$ cat config.mk
export PLATFORM = sky130hd
export DESIGN_NAME = capture_channel_config
export DESIGN_NICKNAME = d
export VERILOG_FILES = /design/src/rtl/capture_cfg_pkg.sv /design/src/rtl/input_filter.sv /design/src/rtl/capture_channel_config.sv
export SDC_FILE = /design/constraint.sdc
export NUM_CORES = 1
export LEC_CHECK = 0
export BUFFER_PORTS_ARGS = -buffer_cell sky130_fd_sc_hd__buf_4
export CELL_PAD_IN_SITES_DETAIL_PLACEMENT = 0
export CELL_PAD_IN_SITES_GLOBAL_PLACEMENT = 2
export CORE_MARGIN = 2
export CORE_UTILIZATION = 39
export DETAILED_ROUTE_END_ITERATION = 8
export PLACE_DENSITY_LB_ADDON = 0.05
export SLEW_MARGIN = 20
export SYNTH_ARGS = -nofsm -noshare
export SYNTH_HDL_FRONTEND = slang
export SYNTH_SLANG_ARGS = --single-unit
$ cat constraint.sdc
create_clock -name clock -period 7.4 [get_ports clock]
set_clock_uncertainty 0.15 [all_clocks]
set_input_delay 0.37 -clock clock [delete_from_list [all_inputs] [get_ports clock]]
set_output_delay 0.37 -clock clock [all_outputs]
set_load 0.005 [all_outputs]
$ cat src/rtl/capture_cfg_pkg.sv
/*
 * Shared constants for the input capture channel configuration block:
 * register offsets, field positions, reset values and filter decoding.
 * Assumes a 32-bit APB register bus and a single kernel clock.
 */
package capture_cfg_pkg;

	// =====================================================================
	// register map
	localparam logic [7:0]  MODE_OFFSET      = 8'h00;
	localparam logic [7:0]  ENABLE_OFFSET    = 8'h04;
	localparam logic [7:0]  TRIGGER_OFFSET   = 8'h08;
	localparam logic [7:0]  STATUS_OFFSET    = 8'h0C;

	localparam logic [15:0] MODE_RESET       = 16'h0000;
	localparam logic [3:0]  ENABLE_RESET     = 4'h0;
	localparam logic [2:0]  TRIGGER_RESET    = 3'h0;

	// =====================================================================
	// mode register fields
	localparam int CH1_SEL_LSB    = 0;
	localparam int CH1_DIV_LSB    = 2;
	localparam int CH1_FILTER_LSB = 4;
	localparam int CH2_SEL_LSB    = 8;
	localparam int CH2_DIV_LSB    = 10;
	localparam int CH2_FILTER_LSB = 12;

	// enable register fields
	localparam int CH1_ENABLE_BIT   = 0;
	localparam int CH2_ENABLE_BIT   = 1;
	localparam int CH1_FALLING_BIT  = 2;
	localparam int CH2_FALLING_BIT  = 3;

	// trigger select codes below this pick an internal trigger input
	localparam logic [2:0] TRIGGER_INTERNAL_LIMIT = 3'h4;

	// =====================================================================
	// direction select codes
	localparam logic [1:0] SEL_OUTPUT  = 2'h0;
	localparam logic [1:0] SEL_OWN     = 2'h1;
	localparam logic [1:0] SEL_OTHER   = 2'h2;
	localparam logic [1:0] SEL_TRIGGER = 2'h3;

	localparam logic [3:0] FILTER_OFF     = 4'h0;
	localparam logic [3:0] FILTER_DTS_MIN = 4'h4;

	// =====================================================================
	// filter decoding: consecutive samples needed
	function automatic logic [3:0] filter_samples(input logic [3:0] code);
		unique case (code)
			4'h0: filter_samples = 4'h1;
			4'h1: filter_samples = 4'h2;
			4'h2: filter_samples = 4'h4;
			4'h3: filter_samples = 4'h8;
			4'h4, 4'h6, 4'h8: filter_samples = 4'h6;
			4'hA, 4'hD: filter_samples = 4'h5;
			4'hB, 4'hE: filter_samples = 4'h6;
			default: filter_samples = 4'h8;
		endcase
	endfunction : filter_samples

	// filter decoding: log2 of the dead-time clock divisor
	function automatic logic [2:0] filter_div_log(input logic [3:0] code);
		unique case (code)
			4'h4, 4'h5: filter_div_log = 3'h1;
			4'h6, 4'h7: filter_div_log = 3'h2;
			4'h8, 4'h9: filter_div_log = 3'h3;
			4'hA, 4'hB, 4'hC: filter_div_log = 3'h4;
			4'hD, 4'hE, 4'hF: filter_div_log = 3'h5;
			default: filter_div_log = 3'h0;
		endcase
	endfunction : filter_div_log

endpackage : capture_cfg_pkg

$ cat src/rtl/input_filter.sv
/*
 * Digital input filter for one timer input: picks a sampling rate and
 * a run length from a 4-bit code and moves its level after a run of
 * agreeing samples. Assumes dts_tick pulses once per dead-time clock.
 */
`timescale 1ns/1ps

module input_filter
	import capture_cfg_pkg::*;
(
	input  wire logic       clock,    // kernel clock
	input  wire logic       rst_b,    // async reset, active low
	input  wire logic       ce,       // clock enable
	input  wire logic       dts_tick, // dead-time clock strobe
	input  wire logic [3:0] code,     // filter setting
	input  wire logic       raw,      // unfiltered input
	output logic            level     // filtered level
);

	// =====================================================================
	// sampling strobe
	logic [4:0] div_q;
	logic [4:0] div_mask;
	logic       sample;
	logic [3:0] need;
	logic [2:0] cnt_q;

	always_ff @(posedge clock or negedge rst_b) begin
		if (!rst_b) begin
			div_q <= 5'h00;
		end else if (ce && dts_tick) begin
			div_q <= div_q + 5'h01;
		end
	end

	assign div_mask = 5'((6'h01 << filter_div_log(code)) - 6'h01);
	assign need     = filter_samples(code);

	always_comb begin
		if (code == FILTER_OFF) begin
			sample = dts_tick;
		end else if (code < FILTER_DTS_MIN) begin
			sample = 1'b1;
		end else begin
			sample = dts_tick && ((div_q & div_mask) == 5'h00);
		end
	end

	// =====================================================================
	// run counter
	always_ff @(posedge clock or negedge rst_b) begin
		if (!rst_b) begin
			cnt_q <= 3'h0;
			level <= 1'b0;
		end else if (ce && sample) begin
			if (code == FILTER_OFF) begin
				level <= raw;
				cnt_q <= 3'h0;
			end else if (raw == level) begin
				cnt_q <= 3'h0;
			end else if (({1'b0, cnt_q} + 4'h1) == need) begin
				level <= raw;
				cnt_q <= 3'h0;
			end else begin
				cnt_q <= cnt_q + 3'h1;
			end
		end
	end
endmodule : input_filter

$ cat src/rtl/capture_channel_config.sv
/*
 * Input capture configuration for timer channels 1 and 2: APB register
 * bank, direction and input mapping, input filters, edge detection and
 * capture prescalers. Assumes timer inputs and the internal trigger are
 * synchronous to clock, and dts_tick marks the dead-time clock rate.
 */
// The address map and the APB slave port were left to the implementer.
`timescale 1ns/1ps

// Behaviour
// - Channel 2 select code 00 is output, 01 takes timer input 2, 10 takes timer input 1.
// - Channel 2 select code 11 takes the internal trigger, only while an internal trigger is selected.
// - Writes to the channel 2 select field are ignored while channel 2 is enabled.
// - Channel 1 select code 00 is output, 01 takes timer input 1, 10 takes timer input 2.
// - Channel 1 select code 11 takes the internal trigger, only while an internal trigger is selected.
// - The filter moves its level only after N consecutive samples agree with the new level.
// - Filter code 0000 does no filtering and samples at the dead-time clock rate.
// - Filter codes 0001 to 0011 sample every kernel clock and need 2, 4 and 8 samples.
// - Filter codes 0100 to 1001 sample at dead-time clock over 2, 4 and 8, needing 6 then 8.
// - Filter codes 1010 to 1111 sample at dead-time clock over 16 and 32, needing 5, 6 and 8.
// - Capture divider code 00 captures every edge, 01, 10 and 11 every 2, 4 and 8 edges.
// - The channel 1 divider counter is held cleared while channel 1 is disabled.
// - The channel 2 filter setting is four bits at mode register bits 15 to 12.
// - The channel 2 capture divider is two bits at mode register bits 11 to 10.
module capture_channel_config
	import capture_cfg_pkg::*;
#(
	parameter int CNT_W = 8                   // capture counter width
)(
	input  wire logic        clock,                   // kernel clock, 100 MHz
	input  wire logic        rst_b,                   // async reset, active low
	input  wire logic        ce,                      // clock enable
	input  wire logic        dts_tick,                // dead-time clock strobe
	input  wire logic        timer_input_1,           // timer input pin 1
	input  wire logic        timer_input_2,           // timer input pin 2
	input  wire logic        internal_trigger_signal, // internal trigger
	input  wire logic        psel,                    // apb select
	input  wire logic        penable,                 // apb enable
	input  wire logic        pwrite,                  // apb direction
	input  wire logic [7:0]  paddr,                   // apb byte address
	input  wire logic [31:0] pwdata,                  // apb write data
	output logic      [31:0] prdata,                  // apb read data
	output logic             pready,                  // apb ready
	output logic             pslverr,                 // apb error
	output logic             ch1_capture,             // channel 1 capture pulse
	output logic             ch2_capture              // channel 2 capture pulse
);

	generate
		if (CNT_W < 1 || CNT_W > 8) begin : g_bad_width
			$error("CNT_W must lie in 1..8");
		end
	endgenerate

	// =====================================================================
	// registers
	logic [15:0]      mode_q;
	logic [3:0]       enable_q;
	logic [2:0]       trigger_select_field;
	logic [CNT_W-1:0] capture_count_q [2];

	logic [1:0] ch1_direction_select;
	logic [1:0] ch2_direction_select;
	logic [1:0] ch1_capture_divider;
	logic [1:0] ch2_capture_divider;
	logic [3:0] ch1_input_filter;
	logic [3:0] ch2_input_filter;
	logic       ch1_enable;
	logic       ch2_enable;
	logic       trigger_internal;
	logic [1:0] filtered;

	assign ch1_direction_select = mode_q[CH1_SEL_LSB +: 2];
	assign ch1_capture_divider  = mode_q[CH1_DIV_LSB +: 2];
	assign ch1_input_filter     = mode_q[CH1_FILTER_LSB +: 4];
	assign ch2_direction_select = mode_q[CH2_SEL_LSB +: 2];
	assign ch2_capture_divider  = mode_q[CH2_DIV_LSB +: 2];
	assign ch2_input_filter     = mode_q[CH2_FILTER_LSB +: 4];
	assign ch1_enable           = enable_q[CH1_ENABLE_BIT];
	assign ch2_enable           = enable_q[CH2_ENABLE_BIT];
	assign trigger_internal     = trigger_select_field < TRIGGER_INTERNAL_LIMIT;

	// =====================================================================
	// apb slave: answers in the second access cycle
	logic       access;
	logic       fire;
	logic       wr_fire;
	logic       mapped;
	logic [15:0] mode_d;
	logic [31:0] rdata_d;

	assign access  = psel && penable;
	assign fire    = access && pready;
	assign wr_fire = fire && pwrite;

	always_comb begin
		mapped  = 1'b1;
		rdata_d = 32'h0000_0000;
		unique case (paddr)
			MODE_OFFSET:    rdata_d[15:0] = mode_q;
			ENABLE_OFFSET:  rdata_d[3:0]  = enable_q;
			TRIGGER_OFFSET: rdata_d[2:0]  = trigger_select_field;
			STATUS_OFFSET: begin
				rdata_d[0]      = filtered[0];
				rdata_d[1]      = filtered[1];
				rdata_d[15:8]   = 8'(capture_count_q[0]);
				rdata_d[23:16]  = 8'(capture_count_q[1]);
			end
			default: mapped = 1'b0;
		endcase
	end

	always_ff @(posedge clock or negedge rst_b) begin
		if (!rst_b) begin
			pready  <= 1'b0;
			pslverr <= 1'b0;
			prdata  <= 32'h0000_0000;
		end else if (ce) begin
			pready  <= access && !pready;
			pslverr <= access && !pready && !mapped;
			prdata  <= (access && !pready && !pwrite) ? rdata_d : 32'h0000_0000;
		end
	end

	// select fields are frozen while their channel is on
	always_comb begin
		mode_d = pwdata[15:0];
		if (ch1_enable) begin
			mode_d[CH1_SEL_LSB +: 2] = ch1_direction_select;
		end
		if (ch2_enable) begin
			mode_d[CH2_SEL_LSB +: 2] = ch2_direction_select;
		end
	end

	always_ff @(posedge clock or negedge rst_b) begin
		if (!rst_b) begin
			mode_q <= MODE_RESET;
		end else if (ce && wr_fire && paddr == MODE_OFFSET) begin
			mode_q <= mode_d;
		end
	end

	always_ff @(posedge clock or negedge rst_b) begin
		if (!rst_b) begin
			enable_q             <= ENABLE_RESET;
			trigger_select_field <= TRIGGER_RESET;
		end else if (ce && wr_fire) begin
			if (paddr == ENABLE_OFFSET) begin
				enable_q <= pwdata[3:0];
			end
			if (paddr == TRIGGER_OFFSET) begin
				trigger_select_field <= pwdata[2:0];
			end
		end
	end

	// =====================================================================
	// filters and input mapping
	logic [1:0] source;
	logic [1:0] sel    [2];
	logic [1:0] divider [2];
	logic [1:0] enable;
	logic [1:0] falling;
	logic [1:0] pins;
	logic [3:0] fcode  [2];

	assign pins       = {timer_input_2, timer_input_1};
	assign sel[0]     = ch1_direction_select;
	assign sel[1]     = ch2_direction_select;
	assign divider[0] = ch1_capture_divider;
	assign divider[1] = ch2_capture_divider;
	assign fcode[0]   = ch1_input_filter;
	assign fcode[1]   = ch2_input_filter;
	assign enable     = {ch2_enable, ch1_enable};
	assign falling    = {enable_q[CH2_FALLING_BIT], enable_q[CH1_FALLING_BIT]};

	// maps a select code to a source for channel ch
	function automatic logic pick(input logic [1:0] code, input logic own, input logic other,
		input logic trig, input logic trig_ok);
		unique case (code)
			SEL_OUTPUT:  pick = 1'b0;
			SEL_OWN:     pick = own;
			SEL_OTHER:   pick = other;
			SEL_TRIGGER: pick = trig_ok && trig;
		endcase
	endfunction : pick

	logic [1:0]       prev_q;
	logic [1:0]       edge_hit;
	logic [2:0]       psc_q [2];
	logic [1:0]       capture_q;

	genvar ch;
	generate
		for (ch = 0; ch < 2; ch++) begin : g_ch
			input_filter u_filter (
				.clock    (clock),
				.rst_b    (rst_b),
				.ce       (ce),
				.dts_tick (dts_tick),
				.code     (fcode[ch]),
				.raw      (pins[ch]),
				.level    (filtered[ch])
			);

			assign source[ch] = pick(sel[ch], filtered[ch], filtered[1-ch],
				internal_trigger_signal, trigger_internal);

			// filtered input or internal trigger edges of the chosen polarity
			assign edge_hit[ch] = (sel[ch] != SEL_OUTPUT) && (source[ch] != prev_q[ch])
				&& (source[ch] == !falling[ch]);

			always_ff @(posedge clock or negedge rst_b) begin
				if (!rst_b) begin
					prev_q[ch] <= 1'b0;
				end else if (ce) begin
					prev_q[ch] <= source[ch];
				end
			end

			always_ff @(posedge clock or negedge rst_b) begin
				if (!rst_b) begin
					psc_q[ch]           <= 3'h0;
					capture_q[ch]       <= 1'b0;
					capture_count_q[ch] <= '0;
				end else if (ce) begin
					capture_q[ch] <= 1'b0;
					if (!enable[ch]) begin
						psc_q[ch] <= 3'h0;
					end else if (edge_hit[ch]) begin
						if (psc_q[ch] == 3'((4'h1 << divider[ch]) - 4'h1)) begin
							psc_q[ch]           <= 3'h0;
							capture_q[ch]       <= 1'b1;
							capture_count_q[ch] <= capture_count_q[ch] + 1'b1;
						end else begin
							psc_q[ch] <= psc_q[ch] + 3'h1;
						end
					end
				end
			end
		end
	endgenerate

	assign ch1_capture = capture_q[0];
	assign ch2_capture = capture_q[1];
endmodule : capture_channel_config

==> results of run 1 <==
==> where the power goes <==
part | internal, mW | switching [mW]
Combinational | 0.0905 | 0.0877
Clock | 0.240 | 0.205
Sequential | 0.548 | 0.0455
Total | 0.878 | 0.338
==> state kept, by name, summed over array words and instances, names as in the netlist, 2 cells and up <==
name,flops
mode_q,16
enable_q,4
psc_q,6
prev_q,2
prdata,24
g_ch.u_filter.level,2
g_ch.u_filter.div_q,10
trigger_select_field,3
capture_count_q,16
g_ch.u_filter.cnt_q,6
==> logic make-up after synthesis <==
| logic type | Yosys count | synth area share |
|---|---|---|
| AND/OR/NAND/NOR | 129 | 0.142 |
| AO/OA/AOI/OAI | 97 | 0.133 |
| flip-flops | 93 | 0.461 |
| buffers and inverters | 59 | 0.0528 |
| XOR/XNOR | 37 | 0.0642 |
| multiplexers | 37 | 0.0967 |
| adder cells (fa/ha/maj) | 20 | 0.0496 |
| other | 1 | 0.000743 |
==> worst min-delay path by stage <==
stage	startpoint	endpoint	slack (ps)
floorplan	rst_b	capture_count_q[0]	-80
global placement	rst_b	prdata[11]	170
detailed placement	rst_b	prdata[11]	180
CTS	pwdata[5]	mode_q[5]	60
global route	pwdata[4]	mode_q[4]	70
finish	pwdata[4]	mode_q[4]	80
==> routing by layer <==
metal / vias up / global-route usage / share of wire
met5: - / 0 / 0
met4: 0 / 0.0655 / 0.017
met3: 12 / 0.0334 / 0.044
met2: 72 / 0.261 / 0.45
met1: 1752 / 0.240 / 0.49
li1: 1783 / - / -
==> cells in the final DEF (no fill, tap or decap), drive strengths merged, types with 9 or more instances in the layout <==
cell type / count
buf: 63
ha: 20
nand3: 10
xnor2: 29
a22o: 16
clkbuf: 10
dfrtp: 93
nand2: 40
inv: 33
nor2: 18
a21oi: 9
a22oi: 9
nand4: 11
mux2: 24
o21ai: 33
nor3: 9
==> per-stage QoR <==
stage           util  total power, mW
2_1_floorplan      -            0.726
3_3_place_gp   0.445            0.777
3_5_place_dp   0.445            0.784
4_1_cts        0.469             1.24
5_1_grt        0.469             1.29
6_report       0.469             1.22
==> worst max-delay path, cell delays in order, from the launching register on <==
cell and delay, ps:
dfrtp_1 490, inv_1 140, ha_1 330, inv_1 50
mux4_2 480, xnor2_1 160, or3_1 310, a21o_1 180
a21oi_1 150, mux2_2 340
==> repair_timing <==
action                                 4_1_cts  5_1_grt
endpoints found under the hold margin       28        0
buffers inserted                             0        0
hold buffers                                 1        0
==> layout make-up <==
type,instances,share of cell area
clock inverter,6,0.00804
tap,172,0.0364
multi-input combinational,328,0.420
clock buffer,10,0.0404
sequential,93,0.394
inverter,32,0.0203
timing repair buffer,64,0.0817
==> reports/metrics.cfg, run 1 <==
[placed_design]
portBuffers=61
gp_congestion=0.763
dp_hpwl_um=7840
dpl_cell_area_mm2=0.00562
post-place-ws_ps=4080
placed_cells=688

[setup_path]
r2r-end=g_ch[0].u_filter.level
crit_path_start=mode_q[4]
critical_path.max_fanout=8
cp-start-kind=flop
worstSetupEndpointType=flop
ff2ff_path_depth=9
worstReg2RegStart=mode_q[4]
r2r_slack_ps=4490
crit_type=reg2reg
cp-endpoint=g_ch[0].u_filter.level
cp.required_ps=7480
arrival_ps=2980

[synth]
synth_ff_type=dfrtp_1
synth-edff-count=0
yosys_warnings=0
ys_ff_latch=93
syn_inst=473
ys_top_cells_by_area=dfrtp_1 (46%), mux2_2 (5.4%), xnor2_1 (5.0%), ha_1 (5.0%), o21ai_0 (3.3%)
synth_top_area_share=0.461
synth_most_common_cell=dfrtp_1
synth_largest_area_cell=dfrtp_1
yosys.cell_types.count=55
yosysSeqAreaShare=0.461
avgSynthCellArea_um2=10.7
netlist_top_cells_count=dfrtp_1 (93), nand2_1 (40), o21ai_0 (33)
async_flop_share=1.00
synthesis.area_mm2=0.00505

[min_path]
hold_depth=3
min_path_type=in2reg

[cells_and_area]
area_delta_synth_final_pct=17.1
layout-drive-gt1-share=0.227
stdcell_area_mm2=0.00591
multi_input_area_mm2=0.00248
regArea_mm2=0.00233
n_fill_cell=1218
finalNonFillerCells=705
finalNetCount=598
antenna_cells=0

[die]
die_w_um=118
die_area_mm2=0.0139
core_area_mm2=0.0126
rows=41
io_pins=86
start_util=0.400
die_height_um=118

[clocking]
root_buffer=clkbuf_16
clock_sink_count=93
clk_pin_slew_ps=70
tritoncts.num_buffers=9
cts_tree=done
cts_resized=0
cts_max_level=3
worstSkewPairLatency_ps=340
clock_path_buffers=2

[timing]
setup_tns_ps=0
hold_violations=0
rsz0062_at_grt=no
timing.hold.ws_ps=78.8
fin_ws_ps=4490
finalCritPeriodShare=0.393
slew_headroom=0.394
setup_viol=0
period_needed_ps=2910
fmax_mhz=344
worstMarginPinSlew_ps=904
final_max_slew_viol_count=0

[job]
max_cap_viol_count=0

[drt]
first_pass_iters=4
drc=0
drtIter0Drc=155
viasPerCell=5.13
ant_nets=0
via_count=3619
wl_per_cell_um=15.6
drt-total-wl_um=11000

[global_routing]
grt_pass1_vias=3593
antenna_found_initial=0
grt_pass1_wl_um=18900
grt_overflow=0
grt_max_degree=66
grt_use_total=0.171

[status]
status=complete, no violations

[power]
ir_worst_vdd_v=0.000119
power_density_mw_per_mm2=206
p_leak_nw=2.71

Note: power is estimated with default switching activity, not from simulation.
==> run 2, diff against run 1 <==
--- a/config.mk
+++ b/config.mk
@@ -9,7 +9,7 @@
 export CELL_PAD_IN_SITES_DETAIL_PLACEMENT = 0
 export CELL_PAD_IN_SITES_GLOBAL_PLACEMENT = 2
 export CORE_MARGIN = 2
-export CORE_UTILIZATION = 39
+export CORE_UTILIZATION = 36
 export DETAILED_ROUTE_END_ITERATION = 8
 export PLACE_DENSITY_LB_ADDON = 0.05
 export SLEW_MARGIN = 20
==> constraint.sdc (replaced) <==
create_clock -name clock -period 2.8 [get_ports clock]
set_clock_uncertainty 0.15 [all_clocks]
set_input_delay 0.14 -clock clock [delete_from_list [all_inputs] [get_ports clock]]
set_output_delay 0.14 -clock clock [all_outputs]
set_load 0.005 [all_outputs]
==> run 2 against run 1 <==
Register-to-register slack worse by 4400 ps; total power grew to 2.8 times the previous value; sequential power rose to 2.6 times the previous value; routed wire length rose by 4.9%; worst setup slack worse by 4400 ps; largest power group unchanged; cell count up 6.8%; non-clock buffer count up 40; combinational power increased to 2.9 times the previous value; first-iteration DRC count up 39%.
==> reports/metrics.cfg, run 2 (same netlist as run 1, synthesis figures left out) <==
[status]
status=complete, no violations  ; unchanged

[clocking]
clock_sink_count=93  ; unchanged
root_buffer=clkbuf_16  ; unchanged
cts_tree=done  ; unchanged
clock_path_buffers=2  ; unchanged
cts_max_level=3  ; unchanged
clk_pin_slew_ps=70  ; about the same
cts_setup_buffers=0  ; unchanged
worstSkewPairLatency_ps=350  ; was 340 ps
tritoncts.num_buffers=9  ; unchanged

[cells_and_area]
reg_top3=prdata (24), capture_count_q (16), mode_q (16)  ; unchanged
area_delta_synth_final_pct=26.0  ; was 17.1%
finalNetCount=638  ; was 598
fin_util=0.462  ; was 0.469
largest_reg_flops=24  ; unchanged
n_fill_cell=1319  ; was 1218
layout_common_cells=dfrtp_1 (93), buf_4 (80), nand2_1 (40)  ; was dfrtp_1 (93), buf_4 (63), nand2_1 (40)
final_common_cell=dfrtp_1  ; unchanged
regArea_mm2=0.00233  ; unchanged
antenna_cells=0  ; unchanged
top_register=prdata  ; unchanged
layout-drive-gt1-share=0.248  ; was 0.227
multi_input_area_mm2=0.00249  ; was 0.00248 mm^2

[global_routing]
grt_pass1_wl_um=18800  ; was 18900 um
grt_overflow=0  ; unchanged
grt_use_total=0.165  ; was 0.171
grt_pass1_vias=3695  ; was 3593
grt_max_degree=52  ; was 66
antenna_found_initial=0  ; unchanged

[setup_path]
worstReg2RegStart=mode_q[15]  ; was mode_q[4]
crit_type=reg2reg  ; unchanged
slowest_delay_ps=440  ; was 490 ps
ff2ff_path_depth=9  ; unchanged
arrival_ps=2750  ; was 2980 ps
r2r-end=g_ch[1].u_filter.level  ; was g_ch[0].u_filter.level
cp.required_ps=2880  ; was 7480 ps
cp_slowest_cell=dfrtp_1  ; unchanged
critical_path.max_fanout=7  ; was 8
cp_cell_sequence=or2_2 -> ha_1 -> a21boi_0 -> o21ai_0 -> a31oi_1 -> o22ai_1 -> inv_1 -> nor3_1 -> mux2_2  ; was inv_1 -> ha_1 -> inv_1 -> mux4_2 -> xnor2_1 -> or3_1 -> a21o_1 -> a21oi_1 -> mux2_2
cp-start-kind=flop  ; unchanged
worstSetupEndpointType=flop  ; unchanged
r2r_slack_ps=140  ; was 4490 ps

[min_path]
min_path_type=in2reg  ; unchanged
min_from=paddr[3]  ; was pwdata[4]
whs_endpoint=prdata[3]  ; was mode_q[4]
hold_depth=2  ; was 3

[timing]
slew_headroom=0.598  ; was 0.394
fmax_mhz=375  ; was 344 MHz
final_max_slew_viol_count=0  ; unchanged
hold_violations=0  ; unchanged
finalCritPeriodShare=0.952  ; was 0.393
setup_tns_ps=0  ; unchanged
fin_ws_ps=136  ; was 4490 ps
worstMarginPinSlew_ps=603  ; was 904 ps
rsz0062_at_grt=no  ; unchanged
period_needed_ps=2660  ; was 2910 ps
setup_viol=0  ; unchanged

[drt]
ant_nets=0  ; unchanged
drtIter0Drc=216  ; was 155
via_count=3696  ; was 3619
drt-total-wl_um=11600  ; was 11000 um
wl_per_cell_um=15.4  ; was 15.6 um
first_pass_iters=4  ; unchanged
viasPerCell=4.91  ; was 5.13
drc=0  ; unchanged

[die]
rows=43  ; was 41
io_pins=86  ; unchanged
die_height_um=122  ; was 118 um
die_area_mm2=0.0150  ; was 0.0139 mm^2
start_util=0.367  ; was 0.400
die_w_um=122  ; was 118 um
core_area_mm2=0.0138  ; was 0.0126 mm^2

[power]
ir_worst_vdd_v=0.000265  ; was 0.000119 V
p_leak_nw=2.91  ; was 2.71 nW
power_mw=3.45  ; was 1.22 mW
power_density_mw_per_mm2=543  ; was 206 mW/mm^2

[placed_design]
dp_hpwl_um=8360  ; was 7840 um
portBuffers=61  ; unchanged
gp_congestion=0.756  ; was 0.763
post-place-ws_ps=82.0  ; was 4080 ps

[job]
max_cap_viol_count=0  ; unchanged

-- run 2: repair_timing --
action / in CTS / in global routing
endpoints found under the hold margin: 77 / 0
hold buffers: 22 / 0
resized for setup: 0 / 2
setup endpoints to repair: 0 / 1
-- run 2: metal layers --
metal  vias to the layer above  wire length (um)  track usage
li1                       1861                 -            -
met1                      1772              5750        0.228
met2                        53              5300        0.258
met3                        10               331       0.0260
met4                         0               187       0.0668
met5                         -                 0            0
-- run 2: area by class of cell --
type                       instances  share of cell area
inverter                          32              0.0189
sequential                        93               0.366
clock buffer                      10              0.0376
clock inverter                     6              0.0148
tap                              180              0.0354
timing repair buffer             104               0.135
multi-input combinational        328               0.392
-- run 2: worst max path at each step --
| stage | from | end | slack [ps] | depth (start not counted) |
|---|---|---|---|---|
| floorplan | mode_q[14] | g_ch[1].u_filter.level | 100 | 11 |
| global placement | mode_q[4] | g_ch[0].u_filter.level | 150 | 9 |
| detailed placement | mode_q[4] | g_ch[0].u_filter.level | 80 | 9 |
| CTS | mode_q[4] | g_ch[0].u_filter.level | 60 | 9 |
| global route | mode_q[15] | g_ch[1].u_filter.level | 8 | 9 |
| finish | mode_q[15] | g_ch[1].u_filter.level | 140 | 9 |
-- run 2: stage by stage --
step	area, um^2	std cells	hold WS, ps
after floorplan	5070	480	-306
after global placement	5790	715	38.7
after detailed placement	5790	715	41.8
after CTS	6350	753	18.7
after global routing	6360	753	31.1
final	6360	753	30.2
-- run 2: report_power, final --
part           total, mW  switching [mW]  internal, mW
clock network       1.37           0.557         0.815
logic              0.511           0.243         0.268
registers           1.57           0.123          1.45
-- run 2: critical path: cells and delay by family, from the launching register on --
kind	cells	cell delay, ps
adders and majority gates	1	260
and+or+nand+nor	2	510
buffers and inverters	1	140
DFF	1	440
muxes	1	350
AOI/OAI and AO/OA	4	690
==> run 3, diff against run 2 <==
--- a/config.mk
+++ b/config.mk
@@ -9,7 +9,8 @@
 export CELL_PAD_IN_SITES_DETAIL_PLACEMENT = 0
 export CELL_PAD_IN_SITES_GLOBAL_PLACEMENT = 2
 export CORE_MARGIN = 2
-export CORE_UTILIZATION = 36
+export CORE_UTILIZATION = 37
+export CTS_BUF_LIST = sky130_fd_sc_hd__clkbuf_4 sky130_fd_sc_hd__clkbuf_8
 export DETAILED_ROUTE_END_ITERATION = 8
 export PLACE_DENSITY_LB_ADDON = 0.05
 export SLEW_MARGIN = 20
==> run 3 against run 2 <==
Sequential share of layout area grew 0.75 points; core utilization grew 0.70 points; first-iteration DRC count grew 2.3%; worst hold slack gained 18 ps; critical endpoint is now g_ch[0].u_filter.level; final area shrank 2.0%; die area shrank 2.6%; worst setup slack lost 10 ps; critical path type unchanged.
==> reports/metrics.cfg, run 3 (same netlist as run 1, synthesis figures left out) <==
[status]
status=complete, no violations  ; unchanged

[cells_and_area]
area_delta_synth_final_pct=23.4  ; was 26.0%
antenna_cells=0  ; unchanged
fin_util=0.469  ; was 0.462
reg_top3=prdata (24), capture_count_q (16), mode_q (16)  ; unchanged
layout-drive-gt1-share=0.243  ; was 0.248
layout_common_cells=dfrtp_1 (93), buf_4 (79), nand2_1 (40)  ; was dfrtp_1 (93), buf_4 (80), nand2_1 (40)
final_common_cell=dfrtp_1  ; unchanged
finalNonFillerCells=752  ; was 753
finalNetCount=641  ; was 638
largest_reg_flops=24  ; unchanged
top_register=prdata  ; unchanged

[clocking]
clock_sink_count=93  ; unchanged
tritoncts.num_buffers=9  ; unchanged
worstSkewPairLatency_ps=380  ; was 350 ps
cts_max_level=3  ; unchanged
cts_resized=0  ; unchanged
clk_pin_slew_ps=100  ; was 70 ps
cts_tree=done  ; unchanged
clock_path_buffers=2  ; unchanged
cts_setup_buffers=0  ; unchanged
root_buffer=clkbuf_8  ; was clkbuf_16
hold_buffers=25  ; was 22

[global_routing]
grt_use_total=0.170  ; was 0.165
grt_pass1_vias=3696  ; was 3695
grt_pass1_wl_um=19200  ; was 18800 um
grt_overflow=0  ; unchanged
grt_max_degree=54  ; was 52
antenna_found_initial=0  ; unchanged

[power]
power_frac_clock=0.293  ; was 0.397
p_leak_nw=2.86  ; was 2.91 nW
ir_worst_vdd_v=0.000248  ; was 0.000265 V
p_seq_frac=0.533  ; was 0.455
p_int_mw=2.06  ; was 2.53 mW
switching_power_uw=896  ; was 923 uW
combPwrFrac=0.174  ; was 0.148
power_density_mw_per_mm2=474  ; was 543 mW/mm^2
switching_share=0.303  ; was 0.267

[drt]
ant_nets=0  ; unchanged
viasPerCell=5.03  ; was 4.91
first_pass_iters=4  ; unchanged
wl_per_cell_um=15.5  ; was 15.4 um
drc=0  ; unchanged
drt-total-wl_um=11700  ; was 11600 um
via_count=3781  ; was 3696
drtIter0Drc=221  ; was 216

[job]
max_cap_viol_count=0  ; unchanged

[setup_path]
cp.required_ps=2920  ; was 2880 ps
arrival_ps=2800  ; was 2750 ps
cp-start-kind=flop  ; unchanged
ff2ff_path_depth=9  ; unchanged
r2r_slack_ps=130  ; was 140 ps
crit_type=reg2reg  ; unchanged
r2r-end=g_ch[0].u_filter.level  ; was g_ch[1].u_filter.level
worstSetupEndpointType=flop  ; unchanged
worstReg2RegStart=mode_q[4]  ; was mode_q[15]
critical_path.max_fanout=3  ; was 7

[die]
die_height_um=121  ; was 122 um
start_util=0.380  ; was 0.367
io_pins=86  ; unchanged
core_area_mm2=0.0133  ; was 0.0138 mm^2
rows=42  ; was 43
die_w_um=121  ; was 122 um
die_area_mm2=0.0146  ; was 0.0150 mm^2

[timing]
rsz0062_at_grt=no  ; unchanged
period_needed_ps=2670  ; was 2660 ps
slew_headroom=0.626  ; was 0.598
fmax_mhz=374  ; was 375 MHz
setup_tns_ps=0  ; unchanged
setup_viol=0  ; unchanged
hold_violations=0  ; unchanged
finalCritPeriodShare=0.955  ; was 0.952
final_max_slew_viol_count=0  ; unchanged
worstMarginPinSlew_ps=562  ; was 603 ps

[min_path]
whs_endpoint=pready  ; was prdata[3]
hold_depth=4  ; was 2
min_path_type=in2reg  ; unchanged
min_from=penable  ; was paddr[3]

[placed_design]
portBuffers=61  ; unchanged
placed_cells=711  ; was 715
gp_congestion=0.780  ; was 0.756
dp_hpwl_um=8270  ; was 8360 um

run 3: power by group through the flow:
stage | Combinational [mW] | Sequential [mW] | Clock, mW
global route | 0.583 | 1.60 | 0.971
global placement | 0.484 | 1.60 | 0
CTS | 0.524 | 1.58 | 0.907
detailed placement | 0.496 | 1.60 | 0
floorplan | 0.355 | 1.56 | 0
finish | 0.515 | 1.58 | 0.865
run 3: through the flow:
step	area, um^2	hold WS [ps]	power (mW)	setup slack, ps
2_1_floorplan	5070	-306	1.92	96.7
3_3_place_gp	5800	19.0	2.08	155
3_5_place_dp	5800	15.1	2.10	142
4_1_cts	6230	23.3	3.01	118
5_1_grt	6230	64.8	3.15	13.8
6_report	6230	48.0	2.96	125
run 3: per-layer routing:
metal / vias up / global-route usage / share of wire
met5: - / 0 / 0
met4: 0 / 0.0734 / 0.021
met3: 14 / 0.0311 / 0.034
met2: 66 / 0.262 / 0.46
met1: 1840 / 0.236 / 0.49
li1: 1861 / - / -
run 3: how the worst max path moves through the flow:
stage / from / end / slack, ps / cells after the start
final: mode_q[4] / g_ch[0].u_filter.level / 130 / 9
after global placement: paddr[5] / mode_q[7] / 160 / 8
after global routing: mode_q[4] / g_ch[0].u_filter.level / 10 / 9
after detailed placement: mode_q[4] / g_ch[0].u_filter.level / 140 / 9
after CTS: mode_q[4] / g_ch[0].u_filter.level / 120 / 9
after floorplan: mode_q[14] / g_ch[1].u_filter.level / 100 / 11
run 3: critical path, cell delays in order, from the launching register on:
cell     delay (ps)
dfrtp_1         350
inv_1            70
ha_1            310
inv_1            60
mux4_2          480
xnor2_1         160
or3_1           310
a21o_1          180
a21oi_1         140
mux2_2          340
run 3: final cells by class:
cell class              instances  area, um^2
inverters                      32         120
multi-input cells             328        2480
well taps                     176         220
repair buffers                107         903
clock buffers                  10         131
fillers                      1264        7060
flip-flops and latches         93        2330
clock inverters                 6        48.8
